<file path="src/include/hb_fault_pkg.sv">
// Package: constants and carrier types for the half-bridge fault logic
package hb_fault_pkg;
	// Soft shutdown duration, in ns, and derived cycle count at 40 MHz
	localparam int          SOFT_SHUTDOWN_NS     = 9250;
	localparam int          CLK_PERIOD_NS        = 25;
	localparam int          SOFT_SHUTDOWN_CYCLES = (SOFT_SHUTDOWN_NS + CLK_PERIOD_NS - 1) / CLK_PERIOD_NS;
	localparam int          CNT_W                = 16;
	localparam logic [15:0] CNT_RESET            = 16'h0000;
	localparam logic        GATE_RESET           = 1'b0;

	typedef enum {
		ST_RUN,
		ST_SOFT_HIGH,
		ST_SOFT_LOW,
		ST_LATCHED
	} fault_state_t;

	// Gate drive of one side: normal drive, output enable, soft pull-down
	typedef struct packed {
		logic drive;
		logic drive_en;
		logic soft_pulldown;
	} gate_drive_t;

	// Shared open-drain line: output level, output enable
	typedef struct packed {
		logic out;
		logic oe;
	} od_line_t;
endpackage : hb_fault_pkg

</file>
<file path="src/hw/half_bridge_fault_logic.sv">
// Fault sequencing and output gating of a half-bridge gate driver
`timescale 1ns/1ps
// Operation
// - Both commands on together force both gates off.
// - High side desaturation while on: soft turn-off, sync line held low.
// - After soft shutdown, pull fault line low: hard shutdown of both.
// - During soft shutdown the other output ignores its command.
// - Fault clear releases a self-latched fault; outputs follow commands.
// - High side desat sense ignored while high gate is off.
// - Low side follows the same desaturation sequence.
// - Low side desat sense ignored while low gate is off.
// - Sync line held low externally freezes both outputs.
// - Fault line pulled low externally forces both outputs off.
// - Fault clear cannot cancel an externally held fault line.
// - External fault release resumes following commands.
// - Desat fault keeps fault line latched low until fault clear.
// - Supply undervoltage holds fault line low, not latched.
// - Soft shutdown tristates normal drive and enables the soft pull-down.
// - Desat detection stays active and overrides freeze.
module half_bridge_fault_logic (
	// Clock and reset
	input  wire logic                      ref_clk,
	input  wire logic                      reset,
	// Controller commands
	input  wire logic                      high_side_command,
	input  wire logic                      low_side_command,
	input  wire logic                      fault_clear,
	// Sense inputs
	input  wire logic                      high_desat_sense,
	input  wire logic                      low_desat_sense,
	input  wire logic                      undervoltage,
	// Shared open-drain lines: levels seen on the wire, own output level and enable
	input  wire logic                      sync_freeze_n_in,
	input  wire logic                      fault_shutdown_n_in,
	output hb_fault_pkg::od_line_t         sync_freeze_n,
	output hb_fault_pkg::od_line_t         fault_shutdown_n,
	// Gate outputs
	output hb_fault_pkg::gate_drive_t      high_gate_out,
	output hb_fault_pkg::gate_drive_t      low_gate_out
);
	hb_fault_pkg::fault_state_t state;
	logic                       soft_start;
	logic                       soft_done;
	logic                       high_on;
	logic                       low_on;
	logic                       high_desat;
	logic                       low_desat;
	logic                       ext_freeze;
	logic                       ext_shutdown;
	logic                       next_high;
	logic                       next_low;

	////////////////////////////////////////////////////////////////////////
	soft_timer #(
		.DURATION(hb_fault_pkg::SOFT_SHUTDOWN_CYCLES)
	) i_soft_timer (
		.ref_clk(ref_clk),
		.reset  (reset),
		.start  (soft_start),
		.done   (soft_done)
	);

	assign high_on = high_gate_out.drive & high_gate_out.drive_en;
	assign low_on  = low_gate_out.drive & low_gate_out.drive_en;
	assign high_desat = high_desat_sense & high_on;
	assign low_desat  = low_desat_sense & low_on;
	// Own pull-downs are excluded so that the device does not freeze itself
	assign ext_freeze   = ~sync_freeze_n_in & ~sync_freeze_n.oe;
	assign ext_shutdown = ~fault_shutdown_n_in & ~fault_shutdown_n.oe;
	assign soft_start = (state == hb_fault_pkg::ST_RUN) & (high_desat | low_desat);

	////////////////////////////////////////////////////////////////////////
	// Fault sequence
	always_ff @(posedge ref_clk) begin
		if (reset) begin
			state <= hb_fault_pkg::ST_RUN;
		end else begin
			case (state)
				hb_fault_pkg::ST_RUN: begin
					// Desat wins over freeze and external shutdown
					if (high_desat) begin
						state <= hb_fault_pkg::ST_SOFT_HIGH;
					end else if (low_desat) begin
						state <= hb_fault_pkg::ST_SOFT_LOW;
					end
				end
				hb_fault_pkg::ST_SOFT_HIGH, hb_fault_pkg::ST_SOFT_LOW: begin
					if (soft_done) begin
						state <= hb_fault_pkg::ST_LATCHED;
					end
				end
				hb_fault_pkg::ST_LATCHED: begin
					if (fault_clear) begin
						state <= hb_fault_pkg::ST_RUN;
					end
				end
				default: begin
					state <= hb_fault_pkg::ST_RUN;
				end
			endcase
		end
	end

	////////////////////////////////////////////////////////////////////////
	// Gate command resolution
	always_comb begin
		next_high = high_gate_out.drive;
		next_low  = low_gate_out.drive;
		case (state)
			hb_fault_pkg::ST_RUN: begin
				if (soft_start) begin
					next_high = high_desat ? 1'b0 : high_gate_out.drive;
					next_low  = low_desat & ~high_desat ? 1'b0 : low_gate_out.drive;
				end else if (ext_shutdown | undervoltage) begin
					next_high = 1'b0;
					next_low  = 1'b0;
				end else if (ext_freeze) begin
					next_high = high_gate_out.drive;
					next_low  = low_gate_out.drive;
				end else if (high_side_command & low_side_command) begin
					next_high = 1'b0;
					next_low  = 1'b0;
				end else begin
					next_high = high_side_command;
					next_low  = low_side_command;
				end
			end
			hb_fault_pkg::ST_SOFT_HIGH: begin
				next_high = 1'b0;
				next_low  = low_gate_out.drive;
			end
			hb_fault_pkg::ST_SOFT_LOW: begin
				next_high = high_gate_out.drive;
				next_low  = 1'b0;
			end
			hb_fault_pkg::ST_LATCHED: begin
				next_high = 1'b0;
				next_low  = 1'b0;
			end
			default: begin
				next_high = 1'b0;
				next_low  = 1'b0;
			end
		endcase
	end

	////////////////////////////////////////////////////////////////////////
	// Gate outputs
	always_ff @(posedge ref_clk) begin
		if (reset) begin
			high_gate_out <= '{drive: hb_fault_pkg::GATE_RESET, drive_en: 1'b1, soft_pulldown: 1'b0};
			low_gate_out  <= '{drive: hb_fault_pkg::GATE_RESET, drive_en: 1'b1, soft_pulldown: 1'b0};
		end else begin
			high_gate_out.drive <= next_high;
			low_gate_out.drive  <= next_low;
			high_gate_out.drive_en      <= ~(soft_start & high_desat) & ~(state == hb_fault_pkg::ST_SOFT_HIGH & ~soft_done);
			high_gate_out.soft_pulldown <= (soft_start & high_desat) | (state == hb_fault_pkg::ST_SOFT_HIGH & ~soft_done);
			low_gate_out.drive_en      <= ~(soft_start & low_desat & ~high_desat) & ~(state == hb_fault_pkg::ST_SOFT_LOW & ~soft_done);
			low_gate_out.soft_pulldown <= (soft_start & low_desat & ~high_desat) | (state == hb_fault_pkg::ST_SOFT_LOW & ~soft_done);
		end
	end

	////////////////////////////////////////////////////////////////////////
	// Open-drain network lines: out is always low, only the enable moves
	always_ff @(posedge ref_clk) begin
		if (reset) begin
			sync_freeze_n    <= '{out: 1'b0, oe: 1'b0};
			fault_shutdown_n <= '{out: 1'b0, oe: 1'b0};
		end else begin
			sync_freeze_n.out    <= 1'b0;
			fault_shutdown_n.out <= 1'b0;
			sync_freeze_n.oe <= soft_start | ((state == hb_fault_pkg::ST_SOFT_HIGH | state == hb_fault_pkg::ST_SOFT_LOW) & ~soft_done);
			fault_shutdown_n.oe <= (state == hb_fault_pkg::ST_LATCHED & ~fault_clear) | soft_done | (undervoltage & state == hb_fault_pkg::ST_RUN & ~soft_start);
		end
	end

	////////////////////////////////////////////////////////////////////////
	// Assertions
	a_shoot_through: assert property (@(posedge ref_clk) disable iff (reset)
		(state == hb_fault_pkg::ST_RUN && !soft_start && !ext_shutdown && !undervoltage && !ext_freeze
		 && high_side_command && low_side_command) |=> (!high_gate_out.drive && !low_gate_out.drive))
		else $error("both gates not forced off");
	a_soft_sync_low: assert property (@(posedge ref_clk) disable iff (reset)
		(state == hb_fault_pkg::ST_SOFT_HIGH && !soft_done) |=> sync_freeze_n.oe)
		else $error("sync line released during soft shutdown");
	a_hard_after_soft: assert property (@(posedge ref_clk) disable iff (reset)
		soft_done |=> (fault_shutdown_n.oe && !sync_freeze_n.oe && state == hb_fault_pkg::ST_LATCHED))
		else $error("fault line not pulled after soft shutdown");
	a_freeze_other: assert property (@(posedge ref_clk) disable iff (reset)
		(state == hb_fault_pkg::ST_SOFT_HIGH) |=> $stable(low_gate_out.drive))
		else $error("low gate changed during high side soft shutdown");
	a_clear_resumes: assert property (@(posedge ref_clk) disable iff (reset)
		(state == hb_fault_pkg::ST_LATCHED && fault_clear) |=> (state == hb_fault_pkg::ST_RUN))
		else $error("fault clear did not release latch");
	a_desat_high_off: assert property (@(posedge ref_clk) disable iff (reset)
		(state == hb_fault_pkg::ST_RUN && !high_on && !low_desat) |=> (state == hb_fault_pkg::ST_RUN))
		else $error("desat raised with gate off");
	a_soft_low_seq: assert property (@(posedge ref_clk) disable iff (reset)
		(state == hb_fault_pkg::ST_SOFT_LOW && !soft_done) |=> (sync_freeze_n.oe && low_gate_out.soft_pulldown))
		else $error("low side soft shutdown incomplete");
	a_ext_freeze: assert property (@(posedge ref_clk) disable iff (reset)
		(state == hb_fault_pkg::ST_RUN && ext_freeze && !soft_start && !ext_shutdown && !undervoltage)
		|=> ($stable(high_gate_out.drive) && $stable(low_gate_out.drive)))
		else $error("outputs moved while frozen");
	a_ext_shutdown: assert property (@(posedge ref_clk) disable iff (reset)
		(state == hb_fault_pkg::ST_RUN && ext_shutdown && !soft_start) |=> (!high_gate_out.drive && !low_gate_out.drive))
		else $error("external shutdown ignored");
	a_soft_timing: assert property (@(posedge ref_clk) disable iff (reset)
		soft_start |-> ##[1:400] soft_done)
		else $error("soft shutdown did not end in time");
	c_high_desat: cover property (@(posedge ref_clk) disable iff (reset) state == hb_fault_pkg::ST_SOFT_HIGH);
	c_low_desat: cover property (@(posedge ref_clk) disable iff (reset) state == hb_fault_pkg::ST_SOFT_LOW);
	c_clear: cover property (@(posedge ref_clk) disable iff (reset) state == hb_fault_pkg::ST_LATCHED && fault_clear);
	c_ext_shut: cover property (@(posedge ref_clk) disable iff (reset) ext_shutdown && high_side_command);
endmodule : half_bridge_fault_logic

</file>
<file path="src/hw/soft_timer.sv">
// Soft shutdown duration timer
`timescale 1ns/1ps
module soft_timer #(
	parameter int DURATION = hb_fault_pkg::SOFT_SHUTDOWN_CYCLES
) (
	// Clock and reset
	input  wire logic ref_clk,
	input  wire logic reset,
	// Control
	input  wire logic start,
	output logic      done
);
	logic [hb_fault_pkg::CNT_W-1:0] count;
	logic                           running;

	always_ff @(posedge ref_clk) begin
		if (reset) begin
			count <= hb_fault_pkg::CNT_RESET;
			running <= 1'b0;
			done <= 1'b0;
		end else begin
			done <= 1'b0;
			if (start) begin
				count <= hb_fault_pkg::CNT_RESET;
				running <= 1'b1;
			end else if (running) begin
				if (count == hb_fault_pkg::CNT_W'(DURATION - 2)) begin
					running <= 1'b0;
					done <= 1'b1;
				end
				count <= count + 1'b1;
			end
		end
	end
endmodule : soft_timer

</file>
<file path="config.mk">
export PLATFORM = sky130hd
export DESIGN_NAME = half_bridge_fault_logic
export DESIGN_NICKNAME = d
export VERILOG_FILES = /design/src/include/hb_fault_pkg.sv /design/src/hw/half_bridge_fault_logic.sv /design/src/hw/soft_timer.sv
export SDC_FILE = /design/constraint.sdc
export NUM_CORES = 1
export LEC_CHECK = 0
export BUFFER_PORTS_ARGS = -buffer_cell sky130_fd_sc_hd__buf_2
export CAP_MARGIN = 20
export CORE_MARGIN = 1.5
export CORE_UTILIZATION = 50
export DETAILED_ROUTE_END_ITERATION = 12
export PLACE_DENSITY = 0.83
export SLEW_MARGIN = 10
export SYNTH_ARGS = -nofsm -noshare
export SYNTH_HDL_FRONTEND = slang
export SYNTH_SLANG_ARGS = --single-unit
</file>
<file path="constraint.sdc">
create_clock -name ref_clk -period 1.5 [get_ports ref_clk]
set_input_delay 0.3 -clock ref_clk [delete_from_list [all_inputs] [get_ports ref_clk]]
set_output_delay 0.3 -clock ref_clk [all_outputs]
set_load 0.005 [all_outputs]
</file>
==> results of run 1 <==
-- routing by layer --
metal / GRT usage / routed length (um) / vias up
li1: - / - / 586
met1: 0.2046 / 1174 / 526
met2: 0.3597 / 1554 / 22
met3: 0.05349 / 93 / 10
met4: 0.07143 / 82 / 0
met5: 0 / 0 / -
-- power by group through the flow --
stage	Combinational (mW)	Sequential (mW)	Clock [mW]
2_1_floorplan	0.246	0.825	0
3_3_place_gp	0.349	0.818	0
3_5_place_dp	0.368	0.820	0
4_1_cts	0.406	0.804	0.385
5_1_grt	0.501	0.816	0.405
6_report	0.458	0.813	0.371
-- metrics by stage --
| step | worst slack, ps | total power [mW] |
|---|---|---|
| 2_1_floorplan | 17.07 | 1.071 |
| 3_3_place_gp | 39.30 | 1.168 |
| 3_5_place_dp | -55.83 | 1.188 |
| 4_1_cts | 8.692 | 1.594 |
| 5_1_grt | -57.35 | 1.722 |
| 6_report | 0.7622 | 1.642 |
-- flip-flops by register name (all words and copies together), names as in the netlist --
| signal | cells |
|---|---|
| i_soft_timer.running | 1 |
| sync_freeze_n | 1 |
| i_soft_timer.done | 1 |
| state | 2 |
| high_gate_out | 3 |
| fault_shutdown_n | 1 |
| low_gate_out | 3 |
| i_soft_timer.count | 16 |
-- worst reg2reg max path, stage by stage, from the launching register on --
cell and delay [ps]:
dfxtp_2 390, inv_4 50, ha_4 230, nor2b_4 130, a311oi_4 330, o211ai_1 180, o31ai_1 110
-- final cells by class --
class                           instances  area (um^2)
Timing Repair Buffer                   27        172.7
Multi-Input combinational cell        114        834.6
Tap cell                               31        38.79
Inverter                               10        40.04
Clock buffer                            4        36.28
Fill cell                             239         1025
Sequential cell                        28        563.0
-- how the worst max path moves through the flow --
stage / slack (ps) / from / to / depth (start not counted)
after floorplan: 20 / state[1] / state[0] / 6
after global placement: 40 / state[1] / state[0] / 6
after detailed placement: -60 / state[1] / state[0] / 6
after CTS: 9 / state[0] / state[0] / 6
after global routing: -60 / i_soft_timer.count[0] / i_soft_timer.count[12] / 5
final: 0.8 / state[1] / state[1] / 6
-- placed cells by master, fill, tap and decap left out, drive strengths merged, types with 2 or more instances in the layout --
master / count
dfxtp: 28
inv: 10
nand4: 8
ha: 7
mux2i: 4
xor2: 4
nand2: 7
nor3: 5
xnor2: 11
conb: 2
nor2b: 2
nor4: 8
buf: 27
nand3: 4
clkbuf: 4
and3: 3
nor2: 23
nand4b: 2
a21oi: 5
nand2b: 8
-- logic make-up after synthesis --
| kind of cell | Yosys count | synth area share |
|---|---|---|
| AOI/OAI and AO/OA | 14 | 0.07163 |
| xor gates and xnor gates | 15 | 0.09283 |
| adders and majority gates | 7 | 0.06189 |
| buffers and inverters | 17 | 0.05393 |
| DFF | 28 | 0.3961 |
| muxes | 4 | 0.02829 |
| other | 1 | 0.002650 |
| and+or+nand+nor | 72 | 0.2927 |
-- timing repair --
action,CTS,global route
resized for setup,4,8
hold endpoints to repair,0,0
gates cloned,0,0
pin swaps,2,3
setup endpoints to repair,2,6
buffers inserted,1,2
==> impl_summary.log, run 1 <==
[metrics] result of the run: finished clean
[metrics] hold-critical path depth: 3
[metrics] leakage component of the power: 0.6614 nW
[metrics] unrepaired setup endpoints after global routing: true
[metrics] Inst Count DP: 207
[metrics] area of all placed cells without fillers: 1685 um^2
[metrics] Min Hold Slack: 235.4 ps
[metrics] overall die width: 56.20 um
[metrics] clock slew at the register clock pins of the worst setup and hold paths: 150 ps
[metrics] synthesis-to-layout area growth: 19.10%
[metrics] maximum achievable frequency: 667.0 MHz
[metrics] pin count of the biggest net entering global routing: 18
[metrics] buffer levels on the longest clock path: 2
[metrics] Max Transition Viols Final: 0
[metrics] floorplan die height: 56.20 um
[metrics] global placement routability congestion: 0.8751
[metrics] clock tree root driver cell: clkbuf_4
[metrics] number of flip-flops and latches in the synthesized netlist: 28
[metrics] beginning of the worst register-to-register path: state[1]
[metrics] VDD IR max: 0.9018 mV
[metrics] count of different cell masters after synthesis: 37
[metrics] required time of the critical path: 1750 ps
[metrics] number of instances in the synthesized netlist: 158
[metrics] deepest level of the CTS H-tree: 1
[metrics] clock latency of the later-clocked register in the worst-skew pair: 340 ps
[metrics] Core Region: 2710 um^2
[metrics] chain of cells forming the critical path: inv_4 -> ha_4 -> nor2b_4 -> a311oi_4 -> o211ai_1 -> o31ai_1
[metrics] post-DP HPWL: 2121 um
[metrics] IO buf count: 17
[metrics] worst-case register-to-register setup slack: 0.8 ps
[metrics] total count of hold-check failures in the final report: 0
[metrics] wire length per cell after detailed routing: 13.57 um
[metrics] final core utilization: 0.6219
[metrics] post-synth top area share: 0.3961
[metrics] most frequently used cell type in the post-synthesis netlist: dfxtp_1
[metrics] wire length of the first global-routing pass: 4830 um
[metrics] total overflow reported by the global router: 0
[metrics] post-route ant nets: 0
[metrics] TritonRoute pass-1 iters: 4
[metrics] startpoint of the worst hold path: low_side_command
[metrics] worst path arrival time: 1750 ps
[metrics] post-synth design cell area: 1415 um^2
[metrics] proportion of synthesized chip area in sequential cells: 0.3961
[metrics] buffering stage count on the worst path with inverters included: 1
[metrics] commonest cells in the netlist: dfxtp_1 (28), nor2_1 (20), xnor2_1 (11)
[metrics] critical-path cell with the highest stage delay: dfxtp_2
[metrics] R2R depth: 6
[metrics] crit path time final: 1499 ps
[metrics] startpoint kind of the worst setup timing path: register
[metrics] most used flip-flop cell after synthesis: dfxtp_1
[metrics] via count: 1144
[metrics] IO Count: 20
[metrics] count of inserted antenna diode cells: 0
[metrics] final worst path period share: 0.9995
[metrics] crit path kind: register to register
[metrics] cell class contributing the biggest share of worst-path delay: compound AO/OA/AOI/OAI gates
[metrics] part of the total power dissipated in combinational logic: 0.279
[metrics] starting DRC count in detailed routing: 34
[metrics] number of antenna violations at the first check in global routing: 0
[metrics] destination of the worst register-to-register timing path: state[1]
[metrics] cell accounting for the most synthesized area: dfxtp_1
[metrics] die footprint: 3158 um^2
[metrics] worst-path fanout max: 3
[metrics] internal power consumption: 1.170 mW
[metrics] switching power total: 472.2 uW
[metrics] endpoint of the worst hold path: low_gate_out[2]
[metrics] site row count: 19
[metrics] synth warn: 0
[metrics] average cell area after synthesis: 8.956 um^2
[metrics] Cell Count, Final, Fillers Out: 214
[metrics] Critical Path Max Stage Delay: 390 ps
[metrics] Tot GR Track Use: 0.1933
[metrics] number of enable flip-flop cells after synthesis: 0
[metrics] via count of the first global-routing pass: 1133
[metrics] sequential share of power: 0.495
[metrics] Initial Util: 0.5222
[metrics] proportion of layout cells with a drive suffix above 1: 0.2732
[metrics] number of max-cap violations: 0
[metrics] clock buffers created by TritonCTS: 3
[metrics] type of destination of the critical path: register
[metrics] Hold/Removal Path Class: input port to register
[metrics] setup TNS: 0 ps
[metrics] proportion of total power due to net switching: 0.2875
[metrics] dominant cells by area after synthesis: dfxtp_1 (40%), xnor2_1 (6.8%), ha_1 (6.2%)
[metrics] Post-route DRC: 0
[metrics] power density normalized to cell area: 974.5 nW/um^2
[metrics] FFs w/ async S/R, synth: 0
[metrics] fin nets: 201
[metrics] number of vias per cell after detailed routing: 5.346
[metrics] TritonCTS sink count: 28
[metrics] total wire length after detailed routing: 2905 um
[metrics] number of hold buffers added after CTS: 0
[metrics] Finish-stage setup viols: 0
[metrics] fraction of power consumed by the clock network: 0.226
[metrics] TritonCTS clock tree: yes
[metrics] final clock skew: 13.95 ps
[metrics] post-placement cell area: 1583 um^2
(Power assumes the default switching activity.)
==> run 2, diff against run 1 <==
- CORE_UTILIZATION: 50 -> 53
- PLACE_DENSITY: 0.83 -> 0.84
- clock period: 1.5 -> 1.77 ns (I/O delays scaled with it)
==> run 2 against run 1 <==
  * Die area fell by 5.4%
  * Critical path depth stayed put
  * Critical endpoint is now state[0]
  * Utilization up 1.7 points
  * Clock skew down 13 ps
  * Hold slack gained 78 ps
  * Combinational power down 37%
  * Register-to-register slack better by 130 ps
  * Non-clock buffer count down 7
  * First-iteration DRC count shrank 29%
  * Sequential power is 15% lower
==> impl_summary.log, run 2 (synthesis results as in run 1) <==
[metrics] IO Count: 20 (unchanged)
[metrics] met3 global-route usage: 0.02459 (was 0.05349)
[metrics] total wire length after detailed routing: 2733 um (was 2905 um)
[metrics] overall die width: 54.67 um (was 56.20 um)
[metrics] clock latency of the later-clocked register in the worst-skew pair: 330 ps (was 340 ps)
[metrics] wire length of the first global-routing pass: 4567 um (was 4830 um)
[metrics] pre-CTS setup slack: 75.53 ps (was -55.83 ps)
[metrics] post-CTS setup buffer count: 0 (was 1)
[metrics] synthesis-to-layout area growth: 12.91% (was 19.10%)
[metrics] Initial Util: 0.5661 (was 0.5222)
[metrics] required time of the critical path: 2000 ps (was 1750 ps)
[metrics] Post-route DRC: 0 (unchanged)
[metrics] PnR worst setup slack: 132.1 ps (was 0.7622 ps)
[metrics] pin count of the biggest net entering global routing: 17 (was 18)
[metrics] clock slew at the register clock pins of the worst setup and hold paths: 140 ps (was 150 ps)
[metrics] type of destination of the critical path: register (unchanged)
[metrics] power density normalized to cell area: 873.6 nW/um^2 (was 974.5 nW/um^2)
[metrics] Max Transition Viols Final: 0 (unchanged)
[metrics] number of antenna violations at the first check in global routing: 0 (unchanged)
[metrics] number of max-cap violations: 0 (unchanged)
[metrics] Core Region: 2500 um^2 (was 2710 um^2)
[metrics] clock buffers created by TritonCTS: 3 (unchanged)
[metrics] via count: 1159 (was 1144)
[metrics] result of the run: finished clean (unchanged)
[metrics] post-DP HPWL: 2068 um (was 2121 um)
[metrics] maximum achievable frequency: 610.5 MHz (was 667.0 MHz)
[metrics] crit path time final: 1638 ps (was 1499 ps)
[metrics] startpoint kind of the worst setup timing path: register (unchanged)
[metrics] fillers: 215 (was 239)
[metrics] starting DRC count in detailed routing: 24 (was 34)
[metrics] Top Usage Layer GRT: met2 (unchanged)
[metrics] Critical Path Max Stage Delay: 380 ps (was 390 ps)
[metrics] Hold/Removal Path Class: input port to register (unchanged)
[metrics] number of hold buffers added after CTS: 0 (unchanged)
[metrics] leading cell types in the layout, fill and taps excluded: dfxtp_1 (26), nor2_1 (20), buf_2 (17) (unchanged)
[metrics] Inst Count DP: 202 (was 207)
[metrics] final worst path period share: 0.9254 (was 0.9995)
[metrics] unrepaired setup endpoints after global routing: false (was true)
[metrics] wire length per cell after detailed routing: 13.27 um (was 13.57 um)
[metrics] sum of internal, switching and leakage power: 1.396 mW (was 1.642 mW)
[metrics] area of combinational cells with multiple inputs: 794.5 um^2 (was 834.6 um^2)
[metrics] Cell Count, Final, Fillers Out: 206 (was 214)
[metrics] met2 global-route usage: 0.3790 (was 0.3597)
[metrics] setup TNS: 0 ps (unchanged)
[metrics] proportion of layout cells with a drive suffix above 1: 0.2045 (was 0.2732)
[metrics] TritonCTS clock tree: yes (unchanged)
[metrics] buffer levels on the longest clock path: 2 (unchanged)
[metrics] floorplan die height: 54.67 um (was 56.20 um)
[metrics] Tot GR Track Use: 0.2150 (was 0.1933)
[metrics] largest registers: i_soft_timer.count (16), high_gate_out (3), low_gate_out (3) (unchanged)
[metrics] worst-path fanout max: 4 (was 3)
[metrics] TritonCTS sink count: 28 (unchanged)
[metrics] worst path arrival time: 1870 ps (was 1750 ps)
[metrics] flip-flop count of the largest register after layout: 16 (unchanged)
[metrics] Seq. cell area: 568.0 um^2 (was 563.0 um^2)
[metrics] IO buf count: 17 (unchanged)
[metrics] count of instances resized after the clock tree is built: 0 (was 4)
[metrics] deepest level of the CTS H-tree: 1 (unchanged)
[metrics] total overflow reported by the global router: 0 (unchanged)
[metrics] number of vias per cell after detailed routing: 5.626 (was 5.346)
[metrics] site row count: 18 (was 19)
[metrics] VDD IR max: 0.5588 mV (was 0.9018 mV)
[metrics] M1 GR Usage: 0.2470 (was 0.2046)
[metrics] global placement routability congestion: 0.8668 (was 0.8751)
[metrics] commonest non-fill, non-tap cell in the layout: dfxtp_1 (unchanged)
[metrics] Finish-stage setup viols: 0 (unchanged)
[metrics] via count of the first global-routing pass: 1083 (was 1133)
[metrics] die footprint: 2989 um^2 (was 3158 um^2)
[metrics] fin nets: 194 (was 201)
[metrics] Most flops, register: i_soft_timer.count (unchanged)
[metrics] clock tree root driver cell: clkbuf_4 (unchanged)
[metrics] chain of cells forming the critical path: inv_1 -> ha_4 -> nor2b_1 -> a311oi_2 -> mux2i_1 -> nor2_1 (was inv_4 -> ha_4 -> nor2b_4 -> a311oi_4 -> o211ai_1 -> o31ai_1)
[metrics] leakage component of the power: 0.6259 nW (was 0.6614 nW)
[metrics] count of inserted antenna diode cells: 0 (unchanged)
[metrics] crit path kind: register to register (unchanged)
[metrics] total count of hold-check failures in the final report: 0 (unchanged)
[metrics] post-route ant nets: 0 (unchanged)
[metrics] TritonRoute pass-1 iters: 4 (unchanged)
[metrics] critical-path cell with the highest stage delay: dfxtp_4 (was dfxtp_2)
[metrics] final clock skew: 1.312 ps (was 13.95 ps)
==> run 2: cell types whose count changed in the layout (fill, tap and decap cells not counted), moves of 2 or more <==
cell,delta
buf_4,-6
dfxtp_2,-2
nor2b_1,+2
inv_1,+2
dfxtp_4,+2
nor2b_4,-2
==> run 2: per-stage QoR <==
step           hold WS (ps)  area, um^2  utilization
6_report              313.5        1598       0.6391
3_5_place_dp          506.8        1525       0.6101
2_1_floorplan         482.3        1419            -
3_3_place_gp          491.6        1525       0.6101
5_1_grt               314.3        1598       0.6391
4_1_cts               291.8        1578       0.6311
==> run 2: critical path, delay by kind of cell, from the launching register on <==
| family | cells | cell delay, ps |
|---|---|---|
| adders and majority gates | 1 | 230 |
| DFF | 1 | 380 |
| and+or+nand+nor | 2 | 190 |
| muxes | 1 | 230 |
| AOI/OAI and AO/OA | 1 | 360 |
| buffers and inverters | 1 | 140 |
==> run 2: final timing paths <==
path                        start             endpoint  slack, ps  cells past startpoint
setup / recovery         state[1]             state[0]        130                      6
hold / removal       undervoltage  fault_shutdown_n[0]        310                      3
setup reg to reg         state[1]             state[0]        130                      6
hold reg to reg   low_gate_out[2]      low_gate_out[2]        530                      2
==> run 2: per-layer routing <==
layer | part of all wire | vias up
met5 | 0 | -
met4 | 0.022 | 0
met3 | 0.031 | 4
met2 | 0.49 | 26
met1 | 0.45 | 553
li1 | - | 576
==> run 2: area by class of cell <==
class | instances | share of cell area
repair buffers | 20 | 0.06735
inverters | 10 | 0.02349
multi-input cells | 114 | 0.4973
clock buffers | 3 | 0.01410
clock inverters | 1 | 0.01879
well taps | 30 | 0.02349
flip-flops and latches | 28 | 0.3555
==> run 2: report_power, final <==
part           leakage [nW]  internal (mW)  total (mW)  switching (mW)
registers             0.228          0.666       0.693          0.0269
logic                 0.370          0.139       0.290           0.151
clock network        0.0279          0.229       0.413           0.184
total                 0.626           1.03        1.40           0.361
==> run 3, diff against run 2 <==
- PLACE_DENSITY: 0.84 -> 0.78
==> run 3 against run 2 <==
  * Worst setup slack got worse by 39 ps
  * Fmax fell by 2.3%
  * Die area did not move
  * Utilization fell by 1.9 points
  * Non-clock buffer count fell by 2
  * Critical path depth did not move
  * Largest cell class unchanged
  * Flip-flop and latch count did not move
==> impl_summary.log, run 3 (synthesis results as in run 1) <==
[metrics] Initial Util: 0.5661 (unchanged)
[metrics] leading cell types in the layout, fill and taps excluded: dfxtp_1 (26), nor2_1 (20), buf_2 (17) (unchanged)
[metrics] site row count: 18 (unchanged)
[metrics] required time of the critical path: 2000 ps (about the same)
[metrics] final clock skew: 3.502 ps (was 1.312 ps)
[metrics] flip-flop count of the largest register after layout: 16 (unchanged)
[metrics] Tot GR Track Use: 0.2105 (was 0.2150)
[metrics] startpoint kind of the worst setup timing path: register (unchanged)
[metrics] overall die width: 54.67 um (unchanged)
[metrics] clock tree root driver cell: clkbuf_4 (unchanged)
[metrics] clock latency of the later-clocked register in the worst-skew pair: 320 ps (was 330 ps)
[metrics] IO buf count: 17 (unchanged)
[metrics] crit path time final: 1677 ps (was 1638 ps)
[metrics] TritonCTS sink count: 28 (unchanged)
[metrics] number of max-cap violations: 0 (unchanged)
[metrics] Finish-stage setup viols: 0 (unchanged)
[metrics] number of antenna violations at the first check in global routing: 0 (unchanged)
[metrics] switching power total: 353.8 uW (was 361.1 uW)
[metrics] wire length of the first global-routing pass: 4567 um (unchanged)
[metrics] fin nets: 192 (was 194)
[metrics] crit path kind: register to register (unchanged)
[metrics] leakage component of the power: 0.6071 nW (was 0.6259 nW)
[metrics] R2R depth: 6 (unchanged)
[metrics] final worst path period share: 0.9474 (was 0.9254)
[metrics] via count of the first global-routing pass: 1049 (was 1083)
[metrics] wire length per cell after detailed routing: 13.50 um (was 13.27 um)
[metrics] starting DRC count in detailed routing: 18 (was 24)
[metrics] buffer levels on the longest clock path: 2 (unchanged)
[metrics] Max Transition Viols Final: 0 (unchanged)
[metrics] internal power consumption: 908.9 uW (was 1.035 mW)
[metrics] setup TNS: 0 ps (unchanged)
[metrics] sequential share of power: 0.548 (was 0.497)
[metrics] proportion of layout cells with a drive suffix above 1: 0.1897 (was 0.2045)
[metrics] total count of hold-check failures in the final report: 0 (unchanged)
[metrics] post-route ant nets: 0 (unchanged)
[metrics] count of inserted antenna diode cells: 0 (unchanged)
[metrics] power density normalized to cell area: 813.8 nW/um^2 (was 873.6 nW/um^2)
[metrics] clock buffers created by TritonCTS: 3 (unchanged)
[metrics] post-CTS setup buffer count: 0 (unchanged)
[metrics] hold-critical path depth: 3 (unchanged)
[metrics] proportion of total power due to net switching: 0.2802 (was 0.2587)
[metrics] Most flops, register: i_soft_timer.count (unchanged)
[metrics] type of destination of the critical path: register (unchanged)
[metrics] clock slew at the register clock pins of the worst setup and hold paths: 150 ps (was 140 ps)
[metrics] Hold/Removal Path Class: input port to register (unchanged)
[metrics] maximum achievable frequency: 596.3 MHz (was 610.5 MHz)
[metrics] VDD IR max: 0.6321 mV (was 0.5588 mV)
[metrics] area of all placed cells without fillers: 1551 um^2 (was 1598 um^2)
[metrics] TritonCTS clock tree: yes (unchanged)
[metrics] total wire length after detailed routing: 2754 um (was 2733 um)
[metrics] final core utilization: 0.6206 (was 0.6391)
[metrics] global placement routability congestion: 0.8158 (was 0.8668)
[metrics] worst path arrival time: 1910 ps (was 1870 ps)
[metrics] total overflow reported by the global router: 0 (unchanged)
[metrics] Post-route DRC: 0 (unchanged)
[metrics] floorplan die height: 54.67 um (unchanged)
[metrics] pin count of the biggest net entering global routing: 18 (was 17)
[metrics] synthesis-to-layout area growth: 9.638% (was 12.91%)
[metrics] via count: 1137 (was 1159)
[metrics] result of the run: finished clean (unchanged)
[metrics] number of vias per cell after detailed routing: 5.574 (was 5.626)
[metrics] count of instances resized after the clock tree is built: 0 (unchanged)
[metrics] post-DP HPWL: 2067 um (was 2068 um)
[metrics] Core Region: 2500 um^2 (unchanged)
[metrics] fraction of power consumed by the clock network: 0.246 (was 0.296)
[metrics] number of hold buffers added after CTS: 0 (unchanged)
[metrics] worst-path fanout max: 5 (was 4)
[metrics] TritonRoute pass-1 iters: 4 (unchanged)
[metrics] deepest level of the CTS H-tree: 1 (unchanged)
[metrics] post-placement cell area: 1510 um^2 (was 1525 um^2)
[metrics] part of the total power dissipated in combinational logic: 0.206 (was 0.208)
[metrics] commonest non-fill, non-tap cell in the layout: dfxtp_1 (unchanged)
[metrics] largest registers: i_soft_timer.count (16), high_gate_out (3), low_gate_out (3) (unchanged)
[metrics] IO Count: 20 (unchanged)
[metrics] die footprint: 2989 um^2 (unchanged)
-- run 3: through the flow --
stage	instances	hold WS [ps]	worst slack (ps)	total power [mW]
finish	204	310.1	93.02	1.263
CTS	204	295.5	74.98	1.273
global placement	200	484.1	188.7	0.9443
detailed placement	200	499.4	93.15	0.9637
global route	204	318.0	-0.8151	1.326
floorplan	159	482.3	229.5	0.8902
-- run 3: path summary, 6_finish.rpt --
check	startpoint	end	slack, ps
min reg2reg	low_gate_out[2]	low_gate_out[2]	520
max	state[0]	state[0]	90
min	undervoltage	fault_shutdown_n[0]	310
max reg2reg	state[0]	state[0]	90
-- run 3: final cells by class --
| type | instances | area [um^2] |
|---|---|---|
| Timing Repair Buffer | 18 | 92.59 |
| Multi-Input combinational cell | 114 | 782.0 |
| Sequential cell | 28 | 565.5 |
| Tap cell | 30 | 37.54 |
| Inverter | 10 | 37.54 |
| Fill cell | 208 | 948.4 |
| Clock buffer | 4 | 36.28 |
-- run 3: power groups by stage --
stage               clock (mW)  combinational, mW  sequential (mW)
floorplan                    0              0.191            0.699
global placement             0              0.243            0.701
detailed placement           0              0.259            0.705
CTS                      0.321              0.261            0.691
global route             0.334              0.293            0.698
finish                   0.310              0.260            0.692
-- run 3: layer usage --
| layer | global-route usage | up-vias | part of all wire |
|---|---|---|---|
| li1 | - | 575 | - |
| met4 | 0.06250 | 0 | 0.0058 |
| met5 | 0 | - | 0 |
| met1 | 0.2706 | 539 | 0.48 |
| met2 | 0.3651 | 21 | 0.49 |
| met3 | 0.02459 | 2 | 0.031 |
-- run 3: critical path, cell delays in order (launching register included) --
cell and delay [ps]:
dfxtp_4 390, inv_1 60, ha_1 340, nor2b_1 160, a311oi_2 350, mux2i_1 230
nor2_1 60
